File: src/verilog/traverse_pkg.sv
`default_nettype none
package traverse_pkg;
    // Widths
    localparam int FREQ_W = 16;
    localparam int PF_W   = FREQ_W + 1;
    localparam int TIME_W = 16;
    localparam int ACC_W  = 42;
    localparam int ADDR_W = 8;
    // Register byte offsets
    localparam logic [7:0] CTRL_OFS   = 8'h00;
    localparam logic [7:0] FSET_OFS   = 8'h04;
    localparam logic [7:0] AMP_OFS    = 8'h08;
    localparam logic [7:0] COMP_OFS   = 8'h0c;
    localparam logic [7:0] TRVT_OFS   = 8'h10;
    localparam logic [7:0] NORMT_OFS  = 8'h14;
    localparam logic [7:0] SECT_OFS   = 8'h18;
    localparam logic [7:0] LIMIT_OFS  = 8'h1c;
    localparam logic [7:0] STATUS_OFS = 8'h20;
    // Field positions
    localparam int MODE_LSB  = 0;
    localparam int TERM_BIT  = 2;
    localparam int SHAPE_BIT = 3;
    localparam int F2R_LSB   = 8;
    localparam int HI_LSB    = 16;
    localparam int ST_LSB    = 16;
    localparam int DIR_BIT   = 19;
    localparam int ACT_BIT   = 20;
    // Reset values and ranges
    localparam logic [1:0]        MODE_RST = 2'h0;
    localparam logic [4:0]        AMP_RST  = 5'h0a;
    localparam logic [4:0]        AMP_MAX  = 5'h19;
    localparam logic [5:0]        COMP_RST = 6'h0a;
    localparam logic [5:0]        COMP_MAX = 6'h32;
    localparam logic [TIME_W-1:0] TIME_RST = 16'h0032;
    localparam logic [TIME_W-1:0] TIME_MIN = 16'h0001;
    localparam logic [TIME_W-1:0] TIME_MAX = 16'h8ca0;
    localparam logic [FREQ_W-1:0] FMAX_RST = 16'h1770;
    localparam logic [FREQ_W-1:0] FMIN_RST = 16'h0000;
    localparam int                PCT_DIV  = 100;
    // Timing: times count in tenths of a second
    localparam longint TENTH_S_NS = 100000000;
    localparam longint CLK_NS     = 4;
    localparam int TICKS_PER_TENTH_DEF = int'(TENTH_S_NS / CLK_NS);
    // Mode codes
    localparam logic [1:0] MODE_OFF = 2'h0;
    localparam logic [1:0] MODE_EXT = 2'h1;
    localparam logic [1:0] MODE_ANY = 2'h2;
    // Bus responses
    localparam logic [1:0] RESP_OKAY   = 2'h0;
    localparam logic [1:0] RESP_SLVERR = 2'h2;
    // Pin vector layout
    localparam int NPIN = 4;
    typedef enum logic [2:0] {
        ST_IDLE  = 3'b000,
        ST_TO_F0 = 3'b001,
        ST_UP    = 3'b010,
        ST_DOWN  = 3'b011,
        ST_STALL = 3'b100,
        ST_STOP  = 3'b101
    } run_state_t;
endpackage
`default_nettype wire

File: src/verilog/traverse_frequency_pattern.sv
// Chosen here: the register offsets and the AXI4-Lite interface to the registers.
`timescale 1ns/1ps
`default_nettype none
module traverse_frequency_pattern #(
    parameter int TICKS_PER_TENTH = traverse_pkg::TICKS_PER_TENTH_DEF
) (
    input  wire logic                       ref_clk_i,
    input  wire logic                       rst_n_i,
    input  wire logic                       forward_start_cmd_i,
    input  wire logic                       reverse_start_cmd_i,
    input  wire logic                       traverse_enable_input_i,
    input  wire logic                       second_function_select_i,
    input  wire logic                       ext_op_mode_i,
    input  wire logic                       stall_active_i,
    output logic [traverse_pkg::FREQ_W-1:0] freq_cmd_o,
    output logic                            run_reverse_o,
    output logic                            traverse_active_o,
    input  wire logic [7:0]                 s_axi_awaddr,
    input  wire logic                       s_axi_awvalid,
    output logic                            s_axi_awready,
    input  wire logic [31:0]                s_axi_wdata,
    input  wire logic [3:0]                 s_axi_wstrb,
    input  wire logic                       s_axi_wvalid,
    output logic                            s_axi_wready,
    output logic [1:0]                      s_axi_bresp,
    output logic                            s_axi_bvalid,
    input  wire logic                       s_axi_bready,
    input  wire logic [7:0]                 s_axi_araddr,
    input  wire logic                       s_axi_arvalid,
    output logic                            s_axi_arready,
    output logic [31:0]                     s_axi_rdata,
    output logic [1:0]                      s_axi_rresp,
    output logic                            s_axi_rvalid,
    input  wire logic                       s_axi_rready
);
    import traverse_pkg::*;

    ////////////////////////////////////////////////////////////////////////
    typedef struct packed {
        logic [NPIN-1:0][2:0] sync;
        logic [NPIN-1:0]      pin;
        logic                 awready;
        logic                 wready;
        logic                 aw_full;
        logic                 w_full;
        logic [7:0]           awaddr;
        logic [31:0]          wdata;
        logic [3:0]           wstrb;
        logic                 bvalid;
        logic [1:0]           bresp;
        logic                 arready;
        logic                 rvalid;
        logic [1:0]           rresp;
        logic [31:0]          rdata;
        logic [1:0]           mode;
        logic                 term_asg;
        logic                 shape;
        logic [FREQ_W-1:0]    fset;
        logic [4:0]           amp;
        logic [5:0]           r2f;
        logic [5:0]           f2r;
        logic [TIME_W-1:0]    trise;
        logic [TIME_W-1:0]    tfall;
        logic [TIME_W-1:0]    nacc;
        logic [TIME_W-1:0]    ndec;
        logic [TIME_W-1:0]    sacc;
        logic [TIME_W-1:0]    sdec;
        logic [FREQ_W-1:0]    fmax;
        logic [FREQ_W-1:0]    fmin;
        logic [FREQ_W-1:0]    sh_f0;
        logic [4:0]           sh_amp;
        logic [5:0]           sh_r2f;
        logic [5:0]           sh_f2r;
        logic [TIME_W-1:0]    sh_trise;
        logic [TIME_W-1:0]    sh_tfall;
        run_state_t           st;
        logic [PF_W-1:0]      freq;
        logic [ACC_W-1:0]     acc;
        logic                 en_prev;
        logic                 rev;
        logic [FREQ_W-1:0]    out;
        logic                 active;
    } state_t;

    localparam state_t RST_S = '{
        mode: MODE_RST, amp: AMP_RST, r2f: COMP_RST, f2r: COMP_RST,
        trise: TIME_RST, tfall: TIME_RST, nacc: TIME_RST, ndec: TIME_RST,
        sacc: TIME_RST, sdec: TIME_RST, fmax: FMAX_RST, fmin: FMIN_RST,
        sh_amp: AMP_RST, sh_r2f: COMP_RST, sh_f2r: COMP_RST,
        sh_trise: TIME_RST, sh_tfall: TIME_RST, st: ST_IDLE,
        default: '0};

    state_t q;
    state_t d;

    ////////////////////////////////////////////////////////////////////////
    // Byte-lane merge for partial writes
    function automatic logic [31:0] merge(input logic [31:0] o,
                                          input logic [31:0] w,
                                          input logic [3:0]  s);
        logic [31:0] r;
        r = o;
        for (int b = 0; b < 4; b++) begin
            if (s[b]) begin
                r[b*8 +: 8] = w[b*8 +: 8];
            end
        end
        return r;
    endfunction

    // Time fields never drop below one tenth of a second
    function automatic logic [TIME_W-1:0] tlim(input logic [TIME_W-1:0] t);
        return (t < TIME_MIN) ? TIME_MIN : ((t > TIME_MAX) ? TIME_MAX : t);
    endfunction

    // Ramp time in ticks
    function automatic logic [ACC_W-1:0] ticks(input logic [TIME_W-1:0] t);
        return ACC_W'(t) * ACC_W'(TICKS_PER_TENTH);
    endfunction

    // Register word as software sees it; shared by reads and merged writes
    function automatic logic [31:0] cur_word(input logic [7:0] a);
        logic [31:0] r;
        r = 32'h0;
        case (a)
            CTRL_OFS:   r = 32'({q.shape, q.term_asg, q.mode});
            FSET_OFS:   r = 32'(q.fset);
            AMP_OFS:    r = 32'(q.amp);
            COMP_OFS:   r = {18'h0, q.f2r, 2'h0, q.r2f};
            TRVT_OFS:   r = {q.tfall, q.trise};
            NORMT_OFS:  r = {q.ndec, q.nacc};
            SECT_OFS:   r = {q.sdec, q.sacc};
            LIMIT_OFS:  r = {q.fmin, q.fmax};
            STATUS_OFS: begin
                r[FREQ_W-1:0] = q.out;
                r[ST_LSB +: 3] = q.st;
                r[DIR_BIT] = q.rev;
                r[ACT_BIT] = q.active;
            end
            default: begin
                r = 32'h0;
            end
        endcase
        return r;
    endfunction

    // Raw pin vector, indexed by the synchroniser loop
    logic [NPIN-1:0] pin_raw;
    logic [31:0]     wm;
    assign pin_raw = {second_function_select_i, traverse_enable_input_i,
                      reverse_start_cmd_i, forward_start_cmd_i};

    ////////////////////////////////////////////////////////////////////////
    // Pattern geometry from the latched settings
    logic [FREQ_W-1:0] f1;
    logic [FREQ_W-1:0] f2;
    logic [FREQ_W-1:0] f3;
    logic [PF_W-1:0]   top;
    logic [PF_W-1:0]   bot;
    logic              pending;
    logic              start;
    logic              en;
    logic              trav_ok;

    always_comb begin
        f1  = FREQ_W'((32'(q.sh_f0) * 32'(q.sh_amp)) / PCT_DIV);
        f2  = FREQ_W'((32'(f1) * 32'(q.sh_r2f)) / PCT_DIV);
        f3  = FREQ_W'((32'(f1) * 32'(q.sh_f2r)) / PCT_DIV);
        top = PF_W'(q.sh_f0) + PF_W'(f1);
        bot = PF_W'(q.sh_f0) - PF_W'(f1);
        pending = (q.fset != q.sh_f0) || (q.amp != q.sh_amp)
                || (q.r2f != q.sh_r2f) || (q.f2r != q.sh_f2r)
                || (q.trise != q.sh_trise) || (q.tfall != q.sh_tfall);
        start = q.pin[0] | q.pin[1];
        en = q.term_asg ? q.pin[2] : 1'b1;
        trav_ok = en && ((q.mode == MODE_ANY)
                || (q.mode == MODE_EXT && ext_op_mode_i));
    end

    ////////////////////////////////////////////////////////////////////////
    // Ramp selection and stepping
    logic [PF_W-1:0]   tgt;
    logic [PF_W-1:0]   span;
    logic [TIME_W-1:0] tm;
    logic [ACC_W-1:0]  nacc_sum;
    logic              step;
    logic              up;

    always_comb begin
        up = 1'b0;
        tgt = q.freq;
        span = PF_W'(q.fmax);
        tm = TIME_MIN;
        case (q.st)
            ST_TO_F0: begin
                tgt = PF_W'(q.sh_f0);
            end
            ST_UP: begin
                tgt = top;
                span = PF_W'({f1, 1'b0});
                tm = q.sh_trise;
            end
            ST_DOWN: begin
                tgt = bot;
                span = PF_W'({f1, 1'b0});
                tm = q.sh_tfall;
            end
            ST_STOP: begin
                tgt = '0;
            end
            default: begin
                tgt = q.freq;
            end
        endcase
        up = q.freq < tgt;
        if (q.st == ST_TO_F0 || q.st == ST_STOP) begin
            if (q.pin[3]) begin
                tm = up ? q.sacc : q.sdec;
            end else begin
                tm = up ? q.nacc : q.ndec;
            end
            // S-curve eases in near the target; traverse never does
            if (q.shape && ((up ? tgt - q.freq : q.freq - tgt)
                    < PF_W'(q.fmax >> 3))) begin
                span = span >> 1;
            end
        end
        // One unit step when the span accumulator passes the ramp ticks
        nacc_sum = q.acc + ACC_W'(span);
        step = (nacc_sum >= ticks(tm)) && (q.freq != tgt);
    end

    ////////////////////////////////////////////////////////////////////////
    always_comb begin
        d = q;
        wm = 32'h0;
        // Three-stage pin synchroniser, change taken when stages 2 and 3 agree
        for (int i = 0; i < NPIN; i++) begin
            d.sync[i] = {q.sync[i][1:0], pin_raw[i]};
            if (q.sync[i][1] == q.sync[i][2]) begin
                d.pin[i] = q.sync[i][2];
            end
        end

        // Write address and data taken in either order
        if (q.awready && s_axi_awvalid) begin
            d.aw_full = 1'b1;
            d.awaddr = s_axi_awaddr;
        end
        if (q.wready && s_axi_wvalid) begin
            d.w_full = 1'b1;
            d.wdata = s_axi_wdata;
            d.wstrb = s_axi_wstrb;
        end
        if (q.bvalid && s_axi_bready) begin
            d.bvalid = 1'b0;
        end
        if (d.aw_full && d.w_full && !q.bvalid) begin
            d.aw_full = 1'b0;
            d.w_full = 1'b0;
            d.bvalid = 1'b1;
            d.bresp = RESP_OKAY;
            wm = merge(cur_word(d.awaddr), d.wdata, d.wstrb);
            case (d.awaddr)
                CTRL_OFS: begin
                    d.mode = wm[MODE_LSB +: 2];
                    d.term_asg = wm[TERM_BIT];
                    d.shape = wm[SHAPE_BIT];
                end
                FSET_OFS: begin
                    d.fset = wm[FREQ_W-1:0];
                end
                AMP_OFS: begin
                    d.amp = wm[4:0];
                    if (d.amp > AMP_MAX) begin
                        d.amp = AMP_MAX;
                    end
                end
                COMP_OFS: begin
                    d.r2f = wm[5:0];
                    d.f2r = wm[F2R_LSB +: 6];
                    if (d.r2f > COMP_MAX) begin
                        d.r2f = COMP_MAX;
                    end
                    if (d.f2r > COMP_MAX) begin
                        d.f2r = COMP_MAX;
                    end
                end
                TRVT_OFS: begin
                    d.trise = tlim(wm[TIME_W-1:0]);
                    d.tfall = tlim(wm[HI_LSB +: TIME_W]);
                end
                NORMT_OFS: begin
                    d.nacc = tlim(wm[TIME_W-1:0]);
                    d.ndec = tlim(wm[HI_LSB +: TIME_W]);
                end
                SECT_OFS: begin
                    d.sacc = tlim(wm[TIME_W-1:0]);
                    d.sdec = tlim(wm[HI_LSB +: TIME_W]);
                end
                LIMIT_OFS: begin
                    d.fmax = wm[FREQ_W-1:0];
                    d.fmin = wm[HI_LSB +: FREQ_W];
                end
                STATUS_OFS: begin
                    d.bresp = RESP_OKAY;
                end
                default: begin
                    d.bresp = RESP_SLVERR;
                end
            endcase
        end
        // Readies fall while a write waits for its response
        d.awready = !d.aw_full && !d.bvalid;
        d.wready = !d.w_full && !d.bvalid;

        // Reads answer one cycle after the address is taken
        if (q.rvalid && s_axi_rready) begin
            d.rvalid = 1'b0;
        end
        if (q.arready && s_axi_arvalid) begin
            d.rvalid = 1'b1;
            d.rresp = RESP_OKAY;
            d.rdata = cur_word(s_axi_araddr);
            // Unmapped offsets read zero with an error response
            if ((s_axi_araddr > STATUS_OFS) || (s_axi_araddr[1:0] != 2'h0)) begin
                d.rresp = RESP_SLVERR;
            end
        end
        d.arready = !d.rvalid;

        // Frequency stepping; the accumulator keeps the remainder
        d.en_prev = en;
        if (step) begin
            d.freq = up ? q.freq + PF_W'(1) : q.freq - PF_W'(1);
            d.acc = nacc_sum - ticks(tm);
        end else if (q.freq != tgt) begin
            d.acc = nacc_sum;
        end

        // Run sequence
        case (q.st)
            ST_IDLE: begin
                d.freq = '0;
                d.acc = '0;
                d.sh_f0 = q.fset;
                d.sh_amp = q.amp;
                d.sh_r2f = q.r2f;
                d.sh_f2r = q.f2r;
                d.sh_trise = q.trise;
                d.sh_tfall = q.tfall;
                if (start) begin
                    d.rev = q.pin[1] && !q.pin[0];
                    d.st = ST_TO_F0;
                end
            end
            ST_TO_F0: begin
                if (!start) begin
                    d.st = ST_STOP;
                end else if (q.freq == PF_W'(q.sh_f0)) begin
                    d.acc = '0;
                    if (pending) begin
                        // Old f0 reached; move on to the new one
                        d.sh_f0 = q.fset;
                        d.sh_amp = q.amp;
                        d.sh_r2f = q.r2f;
                        d.sh_f2r = q.f2r;
                        d.sh_trise = q.trise;
                        d.sh_tfall = q.tfall;
                    end else if (trav_ok && !stall_active_i) begin
                        d.st = ST_UP;
                    end
                end
            end
            ST_UP, ST_DOWN: begin
                if (!start) begin
                    d.st = ST_STOP;
                    d.acc = '0;
                end else if (stall_active_i) begin
                    d.st = ST_STALL;
                end else if (en != q.en_prev || !trav_ok || pending) begin
                    d.st = ST_TO_F0;
                    d.acc = '0;
                end else if (q.st == ST_UP && q.freq == top) begin
                    d.freq = top - PF_W'(f2);
                    d.acc = '0;
                    d.st = ST_DOWN;
                end else if (q.st == ST_DOWN && q.freq == bot) begin
                    d.freq = bot + PF_W'(f3);
                    d.acc = '0;
                    d.st = ST_UP;
                end
            end
            ST_STALL: begin
                // Drive holds its own frequency while stall prevention acts
                d.acc = '0;
                if (!start) begin
                    d.st = ST_STOP;
                end else if (!stall_active_i) begin
                    d.st = ST_TO_F0;
                end
            end
            ST_STOP: begin
                if (start) begin
                    d.st = ST_TO_F0;
                    d.acc = '0;
                end else if (q.freq == '0) begin
                    d.st = ST_IDLE;
                end
            end
            default: begin
                d.st = ST_IDLE;
            end
        endcase

        // Output clamp; a stopping ramp may pass below the minimum
        if (d.st == ST_IDLE || d.st == ST_STOP) begin
            d.out = (d.freq > PF_W'(q.fmax)) ? q.fmax : FREQ_W'(d.freq);
        end else if (d.freq > PF_W'(q.fmax)) begin
            d.out = q.fmax;
        end else if (d.freq < PF_W'(q.fmin)) begin
            d.out = q.fmin;
        end else begin
            d.out = FREQ_W'(d.freq);
        end
        d.active = (d.st == ST_UP) || (d.st == ST_DOWN);
    end

    ////////////////////////////////////////////////////////////////////////
    // Single state register
    always_ff @(posedge ref_clk_i) begin
        if (!rst_n_i) begin
            q <= RST_S;
        end else begin
            q <= d;
        end
    end

    // Outputs straight from the state register
    assign freq_cmd_o        = q.out;
    assign run_reverse_o     = q.rev;
    assign traverse_active_o = q.active;
    assign s_axi_awready     = q.awready;
    assign s_axi_wready      = q.wready;
    assign s_axi_bvalid      = q.bvalid;
    assign s_axi_bresp       = q.bresp;
    assign s_axi_arready     = q.arready;
    assign s_axi_rvalid      = q.rvalid;
    assign s_axi_rresp       = q.rresp;
    assign s_axi_rdata       = q.rdata;
endmodule
`default_nettype wire

File: config.mk
export PLATFORM = sky130hd
export DESIGN_NAME = traverse_frequency_pattern
export DESIGN_NICKNAME = d
export VERILOG_FILES = /design/src/verilog/traverse_pkg.sv /design/src/verilog/traverse_frequency_pattern.sv
export SDC_FILE = /design/constraint.sdc
export NUM_CORES = 2
export LEC_CHECK = 0
export ABC_AREA = 1
export CAP_MARGIN = 20
export CELL_PAD_IN_SITES_DETAIL_PLACEMENT = 1
export CELL_PAD_IN_SITES_GLOBAL_PLACEMENT = 1
export CORE_AREA = 8 8 317 319
export CTS_BUF_LIST = sky130_fd_sc_hd__clkbuf_4
export CTS_CLUSTER_SIZE = 16
export DETAILED_ROUTE_END_ITERATION = 16
export DIE_AREA = 0 0 325 327
export DONT_BUFFER_PORTS = 1
export PLACE_DENSITY_LB_ADDON = 0.08
export SLEW_MARGIN = 20
export SYNTH_ARGS = -nofsm -noshare
export SYNTH_HDL_FRONTEND = slang
export SYNTH_SLANG_ARGS = --single-unit
File: constraint.sdc
create_clock -name ref_clk_i -period 53.9 [get_ports ref_clk_i]
set_input_delay 10.78 -clock ref_clk_i [delete_from_list [all_inputs] [get_ports ref_clk_i]]
set_output_delay 10.78 -clock ref_clk_i [all_outputs]
set_load 0.01 [all_outputs]
==> run_results.csv <==
group,metric,value,unit
outcome,outcome,"finished clean",
critical_path,startpoint_type,"flip-flop",
synthesis,ys_warn_count,0,
critical_path,r2r_cells,191,
hold_path,hp-start,"d[403]$_SDFF_PN0_",
synthesis,synth_flop_cell,"dfxtp_1",
timing,fin_crit_sh,63.85,%
cts,clock_path_buffers,3,
die,initial_core_util,52.48,%
synthesis,avgSynthCellArea,6.631,um^2
route,drt_iter0_markers,4186,
synthesis,synthTopCellsByArea,"dfxtp_1, nand2_1, fa_1, ha_1, inv_1",
critical_path,critPathKind,"reg2reg",
critical_path,r2r_setup_slack,19.48,ns
critical_path,cp.buffers_inverters,16,
die,dieArea,106300,um^2
synthesis,ys_ff_latch,412,
timing,worst_pin_slew,1.181,ns
route,via_count,53220,
global_route,overflow,0,
placement,io_buffers,0,
critical_path,crit_path_end_kind,"flip-flop",
die,top_level_ports,124,
timing,finalSetupViolCount,0,
global_route,grt_max_degree,142,
critical_path,reg2reg_from,"q[127]$_SDFFE_PN0P_",
finish,layout_commonest_cell,"nand2_1",
placement,dp_hpwl,164.8,mm
critical_path,crit_required,54.80,ns
cts,worstSkewPairLatency,0.99,ns
synthesis,netlist_area,50230,um^2
route,wl_per_cell,23.50,um
timing,finalSetupTns,0,ns
run,maxCapViolations,0,
synthesis,netlist_instances,7574,
synthesis,synth-edff-count,0,
finish,syn_to_final_growth,4.317,%
die,rows,114,
cts,cts_buffers,105,
timing,finalClockSkew,0.07971,ns
finish,utilization,54.74,%
global_route,grt_usage,37.26,%
route,dr.pass1.iters,6,
cts,cts_root_buf,"clkbuf_4",
critical_path,cp_common_cell,"nand2_1",
global_route,first_global_vias,54670,
timing,max_freq,0.02906,GHz
critical_path,arrival,35.32,ns
cts,cts_setup_buffers,0,
hold_path,hold_path.class,"reg2reg",
critical_path,crit_path_max_fanout,65,
timing,final-max-slew-violation-count,0,
die,die_h,327,um
critical_path,cp_slowest_cell,"nor2_1",
die,die_x,325,um
synthesis,seq_area_frac_synth,16.42,%
synthesis,ys_types,78,
route,remaining_drc_errors,0,
cts,cts_tree,"built",
cts,clkSinkCount,412,
die,core-area,95710,um^2
route,routed_wirelength,206.9,mm
cts,clk_pin_slew_worst_paths,0.07,ns
critical_path,critPathMaxStageDelay,0.89,ns
placement,gp_congestion,1.034,
hold_path,hold_depth,2,
route,ant_nets,0,
critical_path,cp_top_family,"simple AND/OR/NAND/NOR gates",
route,avgViaCountPerCell,6.043,
global_route,grt_pass1_wl,314.4,mm
cts,cts_resized,0,
hold_path,holdPathEnd,"d[404]$_SDFF_PN0_",
finish,nets,8195,
cts,ctsHoldBuffers,0,
synthesis,async_flop_share,0,%
finish,drive_gt1_share,7.453,%
timing,rsz0062_at_grt,"false",
finish,final_cell_mix,"nand2_1, inv_1, a21oi_1",
timing,final-hold-violation-count,0,
synthesis,synth_top_area_share,16.42,%
timing,slew_headroom,21.04,%
critical_path,rr_endpoint,"freq_cmd_o[0]$_SDFF_PN0_",
timing,period_minus_slack,34.42,ns
synthesis,synth_top_area_cell,"dfxtp_1",
cts,cts-htree-levels,3,
global_route,antenna_found_initial,5,
worst max path at each step:
stage | start | endpoint | slack (ns) | cells past startpoint
after floorplan | q[128]$_SDFFE_PN1P_ | freq_cmd_o[10]$_SDFF_PN0_ | 28.08 | 183
after global placement | q[128]$_SDFFE_PN1P_ | freq_cmd_o[14]$_SDFF_PN0_ | 21.60 | 190
after detailed placement | q[127]$_SDFFE_PN0P_ | freq_cmd_o[13]$_SDFF_PN0_ | 20.14 | 191
after CTS | q[127]$_SDFFE_PN0P_ | freq_cmd_o[0]$_SDFF_PN0_ | 20.07 | 191
after global routing | q[128]$_SDFFE_PN1P_ | freq_cmd_o[0]$_SDFF_PN0_ | 16.67 | 193
final | q[127]$_SDFFE_PN0P_ | freq_cmd_o[0]$_SDFF_PN0_ | 19.48 | 191
kinds of logic (layout without fill, tap and decap cells):
| kind of cell | after synthesis | in the layout | share of synthesized area [%] |
|---|---|---|---|
| AOI/OAI and AO/OA | 1614 | 1614 | 18.51 |
| other | 1 | 6 | 0.007466 |
| xor gates and xnor gates | 292 | 292 | 5.144 |
| DFF | 412 | 412 | 16.42 |
| and+or+nand+nor | 2896 | 2896 | 25.40 |
| buffers and inverters | 1627 | 1579 | 12.58 |
| adders and majority gates | 681 | 681 | 20.93 |
| muxes | 51 | 51 | 1.016 |
tightest hold or removal path, delay by kind of cell, from the launching register on:
kind / cells / cell delay (ns)
flip-flops: 1 / 0.30
AND/OR/NAND/NOR: 1 / 0.05
buffers and inverters: 1 / 0.03
layer usage:
metal / GRT usage, % / up-vias / part of all wire [%]
met5: 0 / - / 0.0068
met3: 6.788 / 774 / 7.6
li1: - / 24380 / -
met2: 63.29 / 2293 / 47
met1: 43.39 / 25780 / 38
met4: 23.37 / 2 / 7.4
sequential cells by signal, indices dropped and copies added (netlist names):
signal             cells
freq_cmd_o            16
s_axi_rresp            1
q                    347
s_axi_wready           1
s_axi_arready          1
s_axi_rdata           32
s_axi_bvalid           1
s_axi_awready          1
d                      8
traverse_active_o      1
run_reverse_o          1
s_axi_bresp            1
s_axi_rvalid           1
layout make-up:
cell class	count	area (um^2)
diodes	4	10.01
clock buffers	150	1126
clock inverters	35	185.2
fillers	13060	43320
inverters	1326	4991
multi-input cells	5536	35730
flip-flops and latches	412	8248
well taps	1276	1597
repair buffers	68	510.5
metrics by stage:
stage	area, um^2	hold WS, ns	setup slack (ns)	std cells
after floorplan	50230	0.3905	28.08	7575
after global placement	51070	0.3928	21.60	8618
after detailed placement	51070	0.4128	20.14	8618
after CTS	52380	0.4253	20.07	8803
after global routing	52390	0.4454	16.67	8807
final	52390	0.4230	19.48	8807
synthesized netlist by cell type, drive strengths merged (3+ instances only):
| cell type | number |
|---|---|
| a31oi | 20 |
| o221ai | 40 |
| buf | 74 |
| dfxtp | 412 |
| o211ai | 61 |
| a21o | 20 |
| o2111ai | 12 |
| and2 | 3 |
| nor3b | 5 |
| xnor2 | 85 |
| nand3b | 13 |
| nand4 | 120 |
| inv | 1317 |
| and3 | 3 |
| o21bai | 50 |
| or2 | 42 |
| nand2 | 1813 |
| xor2 | 207 |
| nor2 | 476 |
| o22ai | 109 |
| nor3 | 54 |
| a221o | 6 |
| clkinv | 9 |
| mux2i | 51 |
| a21boi | 11 |
| a211oi | 45 |
| o31ai | 20 |
| o21ai | 524 |
| o21a | 16 |
| nand3 | 337 |
| fa | 265 |
| a22oi | 19 |
| a221oi | 22 |
| clkbuf | 227 |
| nor4 | 25 |
| o41ai | 8 |
| ha | 416 |
| a21oi | 618 |
Power is left out: the tool's default activity adds up to more than one toggle a clock period on the data nets, which glitch-free logic cannot reach.
